## config.mk

```make
export PLATFORM = sky130hd
export DESIGN_NAME = gsp_port_io
export DESIGN_NICKNAME = d
export VERILOG_FILES = /design/src/verilog/gsp_pkg.sv /design/src/verilog/gsp_pin_cell.sv /design/src/verilog/gsp_port_io.sv /design/src/verilog/gsp_slave_latch.sv
export SDC_FILE = /design/constraint.sdc
export NUM_CORES = 1
export LEC_CHECK = 0
export BUFFER_PORTS_ARGS = -buffer_cell sky130_fd_sc_hd__buf_4
export CAP_MARGIN = 5
export CORE_AREA = 2 2 70 122
export CTS_BUF_LIST = sky130_fd_sc_hd__clkbuf_8
export CTS_CLUSTER_DIAMETER = 120
export DETAILED_ROUTE_END_ITERATION = 8
export DIE_AREA = 0 0 72 124
export HOLD_SLACK_MARGIN = 0.12
export PLACE_DENSITY = 0.73
export SLEW_MARGIN = 20
export SYNTH_ARGS = -nofsm -noshare
export SYNTH_HDL_FRONTEND = slang
export SYNTH_SLANG_ARGS = --single-unit
export TNS_END_PERCENT = 1
```

## constraint.sdc

```tcl
create_clock -name core_clk -period 1.71 [get_ports core_clk]
set_input_delay 0.0855 -clock core_clk [delete_from_list [all_inputs] [get_ports core_clk]]
set_output_delay 0.0855 -clock core_clk [all_outputs]
set_load 0.05 [all_outputs]
```

## src/verilog/gsp_pkg.sv

```systemverilog
// Shared constants for the general-purpose port and slave-port block
package gsp_pkg;
    // ****************************************
    // Register offsets
    // ****************************************
    localparam logic [7:0] ADDR_EIGHT_PIN_PORT = 8'h07;
    localparam logic [7:0] ADDR_SLAVE_DATA = 8'h08;
    localparam logic [7:0] ADDR_THREE_PIN_PORT = 8'h09;
    localparam logic [7:0] ADDR_EIGHT_PIN_PORT_DIRECTION = 8'h87;
    localparam logic [7:0] ADDR_THREE_PIN_PORT_CONTROL = 8'h89;
    // ****************************************
    // Field positions
    // ****************************************
    localparam int BIT_INPUT_BUFFER_FULL = 7;
    localparam int BIT_OUTPUT_BUFFER_FULL = 6;
    localparam int BIT_INPUT_OVERFLOW = 5;
    localparam int BIT_SLAVE_PORT_MODE_SELECT = 4;
    localparam int THREE_PIN_WIDTH = 3;
    localparam int PIN_CHIP_SELECT = 2;
    localparam int PIN_WRITE_STROBE = 1;
    localparam int PIN_READ_STROBE = 0;
    localparam int PIN_CAPTURE_COMPARE_PWM = 2;
    localparam int PIN_SERIAL_CLOCK = 3;
    localparam int PIN_SERIAL_DATA_IN = 4;
    localparam int PIN_SERIAL_DATA_OUT = 5;
    // ****************************************
    // Reset values
    // ****************************************
    localparam logic [7:0] EIGHT_PIN_DIRECTION_RESET = 8'hff;
    localparam logic [2:0] THREE_PIN_DIRECTION_RESET = 3'h7;
    localparam logic [7:0] LATCH_RESET = 8'h00;
    localparam logic [7:0] READ_NONE = 8'h00;
    // ****************************************
    // Slave bus phases
    // ****************************************
    typedef enum logic [1:0] {
        GSP_IDLE = 2'b00,
        GSP_WRITING = 2'b01,
        GSP_READING = 2'b10
    } gsp_bus_state_type;
endpackage

```

## src/verilog/gsp_pin_cell.sv

```systemverilog
// One pin of the eight-pin port: output mux, direction and override
`timescale 1ns/10ps
`default_nettype none
module gsp_pin_cell (
    // Clock and reset
    input wire logic core_clk,
    input wire logic reset,
    // Port state
    input wire logic latch_bit,
    input wire logic dir_bit,
    // Peripheral side
    input wire logic periph_sel,
    input wire logic periph_out,
    input wire logic periph_oe,
    input wire logic force_en,
    input wire logic force_out,
    // Pin side
    output logic pin_out,
    output logic pin_oe,
    output logic effective_dir
);
    logic next_pin_out;
    logic next_pin_oe;

    always_comb begin
        // Peripheral enable counts only when the pin is handed to it
        if (periph_sel) begin
            next_pin_out = periph_out;
            next_pin_oe = periph_oe;
        end else if (force_en) begin
            next_pin_out = latch_bit;
            next_pin_oe = force_out;
        end else begin
            next_pin_out = latch_bit;
            next_pin_oe = ~dir_bit;
        end
    end

    // Software sees the forced direction while force_en is set, otherwise the stored bit, even when the select hands the pin to periph_oe
    assign effective_dir = force_en ? ~force_out : dir_bit;

    always_ff @(posedge core_clk) begin
        if (reset) begin
            pin_out <= 1'b0;
            pin_oe <= 1'b0;
        end else begin
            pin_out <= next_pin_out;
            pin_oe <= next_pin_oe;
        end
    end
endmodule
`default_nettype wire

```

## src/verilog/gsp_port_io.sv

```systemverilog
// Eight-pin port and three-pin port with parallel slave port mode
// Functional notes
// - Every pin of the eight-pin port has its own direction bit, 1 for input.
// - An enabled peripheral may force a pin to output or input over the direction bit.
// - A per-pin select feeds the driver from the port latch or the peripheral output.
// - The peripheral output enable acts only while that pin's select is active.
// - Pins 2, 3, 4 and 5 carry capture/compare/PWM, serial clock, serial data in and out.
// - The eight-pin direction register resets to all ones.
// - The three-pin port has chip select, write and read pins, each with a direction bit.
// - Slave mode (control bit 4) turns the three pins into slave control inputs.
// - Bit 7 shows a word from the external processor waits for the CPU.
// - Bit 6 shows a CPU word still unread by the external processor.
// - Bit 5 flags a write that lands on an unread word; only software clears it.
// - The mode bit resets to 0 and the three direction bits reset to 1.
`timescale 1ns/10ps
`default_nettype none
module gsp_port_io
    import gsp_pkg::*;
#(
    parameter int PORT_WIDTH = 8
) (
    // Clock and reset
    input wire logic core_clk,
    input wire logic reset,
    // Register port
    input wire logic [7:0] reg_addr,
    input wire logic [7:0] reg_wdata,
    input wire logic reg_write,
    input wire logic reg_read,
    output logic [7:0] reg_rdata,
    // Peripherals sharing the eight-pin port
    input wire logic [PORT_WIDTH-1:0] periph_sel,
    input wire logic [PORT_WIDTH-1:0] periph_out,
    input wire logic [PORT_WIDTH-1:0] periph_oe,
    input wire logic [PORT_WIDTH-1:0] periph_force_en,
    input wire logic [PORT_WIDTH-1:0] periph_force_out,
    output logic capture_compare_pwm_in,
    output logic serial_clock_in,
    output logic serial_data_in,
    // Eight-pin port pins
    input wire logic [PORT_WIDTH-1:0] eight_pin_port_in,
    output logic [PORT_WIDTH-1:0] eight_pin_port_out,
    output logic [PORT_WIDTH-1:0] eight_pin_port_oe,
    // Three-pin port pins
    input wire logic [2:0] three_pin_port_in,
    output logic [2:0] three_pin_port_out,
    output logic [2:0] three_pin_port_oe,
    // Slave data bus
    input wire logic [7:0] slave_data_in,
    output logic [7:0] slave_data_out,
    output logic slave_data_oe,
    output logic slave_port_mode
);
    // ****************************************
    // Elaboration check
    // ****************************************
    if (PORT_WIDTH != 8) begin : g_width_check
        $error("PORT_WIDTH must be 8 to fit the byte-wide registers");
    end

    // ****************************************
    // Register state
    // ****************************************
    logic [PORT_WIDTH-1:0] eight_pin_port, next_eight_pin_port;
    logic [PORT_WIDTH-1:0] eight_pin_port_direction, next_eight_pin_port_direction;
    logic [PORT_WIDTH-1:0] effective_direction;
    logic [2:0] three_pin_port, next_three_pin_port;
    logic [2:0] three_pin_direction, next_three_pin_direction;
    logic next_slave_port_mode;
    logic [2:0] next_three_pin_oe;
    logic [7:0] next_reg_rdata;
    logic slave_write, slave_read, overflow_clear;
    logic [7:0] input_latch;
    logic input_buffer_full, output_buffer_full, input_overflow;

    function automatic logic hit(input logic strobe, input logic [7:0] addr,
                                 input logic [7:0] target);
        hit = strobe && (addr == target);
    endfunction

    assign slave_write = hit(reg_write, reg_addr, ADDR_SLAVE_DATA);
    assign slave_read = hit(reg_read, reg_addr, ADDR_SLAVE_DATA);
    // Writing 0 to the overflow bit is the only way to clear it
    assign overflow_clear = hit(reg_write, reg_addr, ADDR_THREE_PIN_PORT_CONTROL)
                            && !reg_wdata[BIT_INPUT_OVERFLOW];

    // ****************************************
    // Register writes
    // ****************************************
    always_comb begin
        next_eight_pin_port = eight_pin_port;
        next_eight_pin_port_direction = eight_pin_port_direction;
        next_three_pin_port = three_pin_port;
        next_three_pin_direction = three_pin_direction;
        next_slave_port_mode = slave_port_mode;
        if (hit(reg_write, reg_addr, ADDR_EIGHT_PIN_PORT)) begin
            next_eight_pin_port = reg_wdata;
        end
        if (hit(reg_write, reg_addr, ADDR_EIGHT_PIN_PORT_DIRECTION)) begin
            next_eight_pin_port_direction = reg_wdata;
        end
        if (hit(reg_write, reg_addr, ADDR_THREE_PIN_PORT)) begin
            next_three_pin_port = reg_wdata[2:0];
        end
        if (hit(reg_write, reg_addr, ADDR_THREE_PIN_PORT_CONTROL)) begin
            // Status bits 7 and 6 ignore writes
            next_three_pin_direction = reg_wdata[2:0];
            next_slave_port_mode = reg_wdata[BIT_SLAVE_PORT_MODE_SELECT];
        end
        // Slave mode drops all three drivers whatever the direction bits say
        next_three_pin_oe = next_slave_port_mode ? 3'h0 : ~next_three_pin_direction;
    end

    always_ff @(posedge core_clk) begin
        if (reset) begin
            eight_pin_port <= LATCH_RESET;
            eight_pin_port_direction <= EIGHT_PIN_DIRECTION_RESET;
            three_pin_port <= LATCH_RESET[2:0];
            three_pin_direction <= THREE_PIN_DIRECTION_RESET;
            slave_port_mode <= 1'b0;
            three_pin_port_out <= LATCH_RESET[2:0];
            three_pin_port_oe <= 3'h0;
        end else begin
            eight_pin_port <= next_eight_pin_port;
            eight_pin_port_direction <= next_eight_pin_port_direction;
            three_pin_port <= next_three_pin_port;
            three_pin_direction <= next_three_pin_direction;
            slave_port_mode <= next_slave_port_mode;
            three_pin_port_out <= next_three_pin_port;
            three_pin_port_oe <= next_three_pin_oe;
        end
    end

    // ****************************************
    // Register reads
    // ****************************************
    always_comb begin
        next_reg_rdata = READ_NONE;
        if (reg_read) begin
            case (reg_addr)
                ADDR_EIGHT_PIN_PORT: next_reg_rdata = eight_pin_port_in;
                // Overrides show through, so read-modify-write is unsafe
                ADDR_EIGHT_PIN_PORT_DIRECTION: next_reg_rdata = effective_direction;
                ADDR_THREE_PIN_PORT: next_reg_rdata = {5'h00, three_pin_port_in};
                ADDR_SLAVE_DATA: next_reg_rdata = input_latch;
                ADDR_THREE_PIN_PORT_CONTROL: next_reg_rdata = {input_buffer_full,
                    output_buffer_full, input_overflow, slave_port_mode, 1'b0,
                    three_pin_direction};
                default: next_reg_rdata = READ_NONE;
            endcase
        end
    end

    always_ff @(posedge core_clk) begin
        if (reset) begin
            reg_rdata <= READ_NONE;
        end else begin
            reg_rdata <= next_reg_rdata;
        end
    end

    // ****************************************
    // Eight-pin port cells
    // ****************************************
    for (genvar i = 0; i < PORT_WIDTH; i++) begin : g_cell
        gsp_pin_cell u_cell (
            .core_clk(core_clk),
            .reset(reset),
            .latch_bit(eight_pin_port[i]),
            .dir_bit(eight_pin_port_direction[i]),
            .periph_sel(periph_sel[i]),
            .periph_out(periph_out[i]),
            .periph_oe(periph_oe[i]),
            .force_en(periph_force_en[i]),
            .force_out(periph_force_out[i]),
            .pin_out(eight_pin_port_out[i]),
            .pin_oe(eight_pin_port_oe[i]),
            .effective_dir(effective_direction[i])
        );
    end

    // Shared-function inputs go straight to their peripherals
    assign capture_compare_pwm_in = eight_pin_port_in[PIN_CAPTURE_COMPARE_PWM];
    assign serial_clock_in = eight_pin_port_in[PIN_SERIAL_CLOCK];
    assign serial_data_in = eight_pin_port_in[PIN_SERIAL_DATA_IN];

    // ****************************************
    // Parallel slave port
    // ****************************************
    // Strobes are taken from the pins even if software left a driver on;
    // the slave mode forces the drivers off anyway
    gsp_slave_latch u_slave (
        .core_clk(core_clk),
        .reset(reset),
        .mode(slave_port_mode),
        .chip_select_n(three_pin_port_in[PIN_CHIP_SELECT]),
        .write_strobe_n(three_pin_port_in[PIN_WRITE_STROBE]),
        .read_strobe_n(three_pin_port_in[PIN_READ_STROBE]),
        .bus_in(slave_data_in),
        .bus_out(slave_data_out),
        .bus_oe(slave_data_oe),
        .cpu_write(slave_write),
        .cpu_wdata(reg_wdata),
        .cpu_read(slave_read),
        .overflow_clear(overflow_clear),
        .input_latch(input_latch),
        .input_buffer_full(input_buffer_full),
        .output_buffer_full(output_buffer_full),
        .input_overflow(input_overflow)
    );
endmodule
`default_nettype wire

```

## src/verilog/gsp_slave_latch.sv

```systemverilog
// Parallel slave port latches and buffer status
`timescale 1ns/10ps
`default_nettype none
module gsp_slave_latch
    import gsp_pkg::*;
(
    // Clock and reset
    input wire logic core_clk,
    input wire logic reset,
    input wire logic mode,
    // External processor strobes, active low
    input wire logic chip_select_n,
    input wire logic write_strobe_n,
    input wire logic read_strobe_n,
    input wire logic [7:0] bus_in,
    output logic [7:0] bus_out,
    output logic bus_oe,
    // CPU side
    input wire logic cpu_write,
    input wire logic [7:0] cpu_wdata,
    input wire logic cpu_read,
    input wire logic overflow_clear,
    output logic [7:0] input_latch,
    output logic input_buffer_full,
    output logic output_buffer_full,
    output logic input_overflow
);
    gsp_bus_state_type state, next_state;
    logic [7:0] next_input_latch;
    logic [7:0] output_latch, next_output_latch;
    logic next_ibf, next_obf, next_input_overflow;
    logic write_done, read_done;

    always_comb begin
        next_state = state;
        write_done = 1'b0;
        read_done = 1'b0;
        next_input_latch = input_latch;
        case (state)
            GSP_IDLE: begin
                if (mode && !chip_select_n && !write_strobe_n) begin
                    next_state = GSP_WRITING;
                    next_input_latch = bus_in;
                end else if (mode && !chip_select_n && !read_strobe_n) begin
                    next_state = GSP_READING;
                end
            end
            GSP_WRITING: begin
                // Latch follows the bus while strobe and select are held and keeps the last word when either goes away
                if (!mode || chip_select_n || write_strobe_n) begin
                    next_state = GSP_IDLE;
                    write_done = mode;
                end else begin
                    next_input_latch = bus_in;
                end
            end
            GSP_READING: begin
                if (!mode || chip_select_n || read_strobe_n) begin
                    next_state = GSP_IDLE;
                    read_done = mode;
                end
            end
            default: next_state = GSP_IDLE;
        endcase
        next_output_latch = cpu_write ? cpu_wdata : output_latch;
        // Hardware set wins over a clear in the same cycle
        next_ibf = (input_buffer_full & ~cpu_read) | write_done;
        next_obf = (output_buffer_full & ~read_done) | cpu_write;
        next_input_overflow = (input_overflow & ~overflow_clear)
                    | (write_done & input_buffer_full & ~cpu_read);
    end

    always_ff @(posedge core_clk) begin
        if (reset) begin
            state <= GSP_IDLE;
            input_latch <= LATCH_RESET;
            output_latch <= LATCH_RESET;
            input_buffer_full <= 1'b0;
            output_buffer_full <= 1'b0;
            input_overflow <= 1'b0;
            bus_out <= LATCH_RESET;
            bus_oe <= 1'b0;
        end else begin
            state <= next_state;
            input_latch <= next_input_latch;
            output_latch <= next_output_latch;
            input_buffer_full <= next_ibf;
            output_buffer_full <= next_obf;
            input_overflow <= next_input_overflow;
            bus_out <= next_output_latch;
            bus_oe <= (next_state == GSP_READING);
        end
    end
endmodule
`default_nettype wire
```

==> flow_metrics.py <==
metrics = {
    "timing": {
        "fin_crit_sh_pct": 98.24,
        "rsz0062_at_grt": "false",
        "max_freq_mhz": 595.3,
        "clock_skew_ps": 8.906,
        "fin_setup_tns_ps": 0,
        "worstMarginPinSlew_ps": 501.5,
        "finalHoldViolCount": 0,
        "setup_viol": 0,
        "hold-worst-slack_ps": 150.0,
        "layout_min_cycle_time_ps": 1680,
        "finalMaxSlewViolations": 0,
        "slew_headroom_pct": 66.26,
    },
    "global_routing": {
        "grtUsageTotal_pct": 22.18,
        "grt_pass1_wl_um": 15100,
        "antenna_found_initial": 0,
        "first_global_vias": 3200,
        "grt_max_degree": 47,
        "grt_overflow_total": 0,
    },
    "synth": {
        "ys_seq_elements": 72,
        "syn-num-nets": 429,
        "ys_types": 41,
        "yosysWarningCount": 0,
        "synth_largest_area_cell": "dfxtp_1",
        "seq_area_frac_synth_pct": 46.56,
        "ys_top_cells_by_count": "dfxtp_1 (72), nand2_1 (50), nor2_1 (45)",
        "yosys_most_used_dff": "dfxtp_1",
        "netlist_area_mm2": 0.003095,
        "syn_inst": 350,
        "async_flop_share_pct": 0,
        "yosysMostFrequentCell": "dfxtp_1",
        "avgSynthCellArea_um2": 8.844,
        "synth_area_leaders": "dfxtp_1 (47%), mux2i_1 (8.4%), nand2_1 (6.1%)",
        "synth_top_area_share_pct": 46.56,
        "synth_edf_count": 0,
    },
    "cts": {
        "clkTransAtPathRegs_ps": 80,
        "cts-root-buf": "clkbuf_8",
        "clock_path_buffers": 2,
        "clk_latency_ps": 340,
        "cts_tree": "done",
        "cts_buffers": 9,
        "post_cts_buffers": 0,
        "cts_max_level": 3,
        "clkSinkCount": 72,
    },
    "worst_setup_path": {
        "start_kind": "primary input",
        "endpoint_kind": "flop",
        "critPathMaxFanout": 8,
        "critPathRequiredTime_ps": 2000,
        "path_class": "in2reg",
        "critPathArrivalTime_ps": 1970,
    },
    "floorplan": {
        "core_area_mm2": 0.007909,
        "die_w_um": 72,
        "rows": 43,
        "ios": 122,
        "die_area_mm2": 0.008928,
        "initial_core_util_pct": 39.14,
        "die_y_um": 124,
    },
    "route": {
        "ant_nets": 0,
        "wire_per_inst_um": 15.76,
        "firstDrtPassIters": 5,
        "drc": 0,
        "drtIter0Drc": 194,
        "via_count": 3218,
        "viasPerCell": 5.216,
        "postRouteWirelength_um": 9723,
    },
    "cells_and_area": {
        "seq_area_mm2": 0.001441,
        "multiInputGateArea_mm2": 0.001424,
        "syn2layout_area_growth_pct": 59.94,
        "nFillCells": 631,
        "antennaDiodeCount": 0,
        "nets": 601,
        "drive_gt1_share_pct": 31.31,
    },
    "hold_path": {
        "hold_path.class": "in2reg",
    },
    "place": {
        "dpl.hpwl_um": 6695,
        "port_buffers": 121,
        "gp_congestion": 0.8494,
    },
    "power_and_ir_drop": {
        "p_leak_nw": 2.081,
        "pwr_density_cell_mw_per_mm2": 833.0,
        "peakVddDrop_v": 0.0004230,
        "finalPower_mw": 4.124,
    },
    "flow_run": {
        "max_cap_viol_count": 0,
    },
    "run_status": {
        "status": "finished clean",
    },
}
path summary, 6_finish.rpt:
kind | startpoint | end | slack (ps) | cells past startpoint
max | three_pin_port_in[2] | u_slave.input_latch[5] | 30 | 7
min | three_pin_port_in[1] | u_slave.state[0] | 150 | 4
max reg2reg | slave_port_mode | u_slave.input_latch[5] | 60 | 5
min reg2reg | eight_pin_port[2] | eight_pin_port[2] | 460 | 2
registers in the layout (all words and copies together) (netlist names), 2 cells and up:
name / cells
g_cell.u_cell.pin_out: 8
u_slave.bus_out: 8
eight_pin_port_direction: 8
three_pin_port_oe: 3
reg_rdata: 8
g_cell.u_cell.pin_oe: 8
u_slave.input_latch: 8
u_slave.state: 2
three_pin_direction: 3
eight_pin_port: 8
three_pin_port: 3
timing repair:
item / in CTS / in global routing
setup endpoints to repair: 0 / 8
hold buffers: 63 / 0
hold endpoints to repair: 63 / 0
resized for setup: 0 / 6
placed cells by master (no fill, tap or decap), drive strengths merged, types with 5 or more instances in the layout:
master	netlist	routed
o21ai	11	11
buf	28	137
a22oi	6	6
bufinv	0	5
inv	5	6
nor2	45	45
dlygate4sd3	0	63
nor3b	5	5
a211o	12	12
mux2i	26	26
and2	7	7
dfxtp	72	72
a21oi	31	31
nand2	50	50
clkbuf	11	9
cell families (layout without fill, tap and decap cells):
family / after synthesis / count (layout) / share of synthesized area [%]
AND/OR/NAND/NOR: 128 / 128 / 19.85
flip-flops: 72 / 72 / 46.56
AO/OA/AOI/OAI: 80 / 80 / 17.30
buffers and inverters: 44 / 221 / 7.882
multiplexers: 26 / 26 / 8.407
critical path: stages:
cell and delay, ps:
dlygate4sd3_1 540, buf_4 150, nor2_2 150, and2_4 220, nand2_1 110, a21oi_2 150, dlygate4sd3_1 560
metrics by stage:
| stage | area, um^2 | worst slack (ps) | utilization [%] | instances |
|---|---|---|---|---|
| after floorplan | 3095 | 30.68 | - | 350 |
| after global placement | 4024 | 15.15 | 50.88 | 538 |
| after detailed placement | 4024 | -14.86 | 50.88 | 538 |
| after CTS | 4937 | 13.83 | 62.43 | 617 |
| after global routing | 4951 | 10.44 | 62.60 | 617 |
| final | 4951 | 30.05 | 62.60 | 617 |
per-layer routing:
| metal | part of all wire, % | vias to the layer above | global-route usage [%] |
|---|---|---|---|
| met5 | 0 | - | 0 |
| met4 | 3.8 | 0 | 12.38 |
| met3 | 4.7 | 26 | 3.641 |
| met2 | 56 | 123 | 41.03 |
| met1 | 36 | 1526 | 23.33 |
| li1 | - | 1543 | - |
cell type report:
| type | instances | area share, % |
|---|---|---|
| clock inverters | 7 | 3.209 |
| flip-flops and latches | 72 | 29.11 |
| clock buffers | 9 | 2.502 |
| multi-input cells | 234 | 28.76 |
| inverters | 5 | 0.3791 |
| repair buffers | 200 | 33.76 |
| well taps | 90 | 2.274 |
power breakdown:
| group | internal [mW] | switching (mW) | leakage, nW |
|---|---|---|---|
| Clock | 1.26 | 0.629 | 0.145 |
| Combinational | 0.285 | 0.252 | 1.35 |
| Sequential | 1.70 | 0.00582 | 0.583 |
Note: power is estimated with default switching activity, not from simulation.
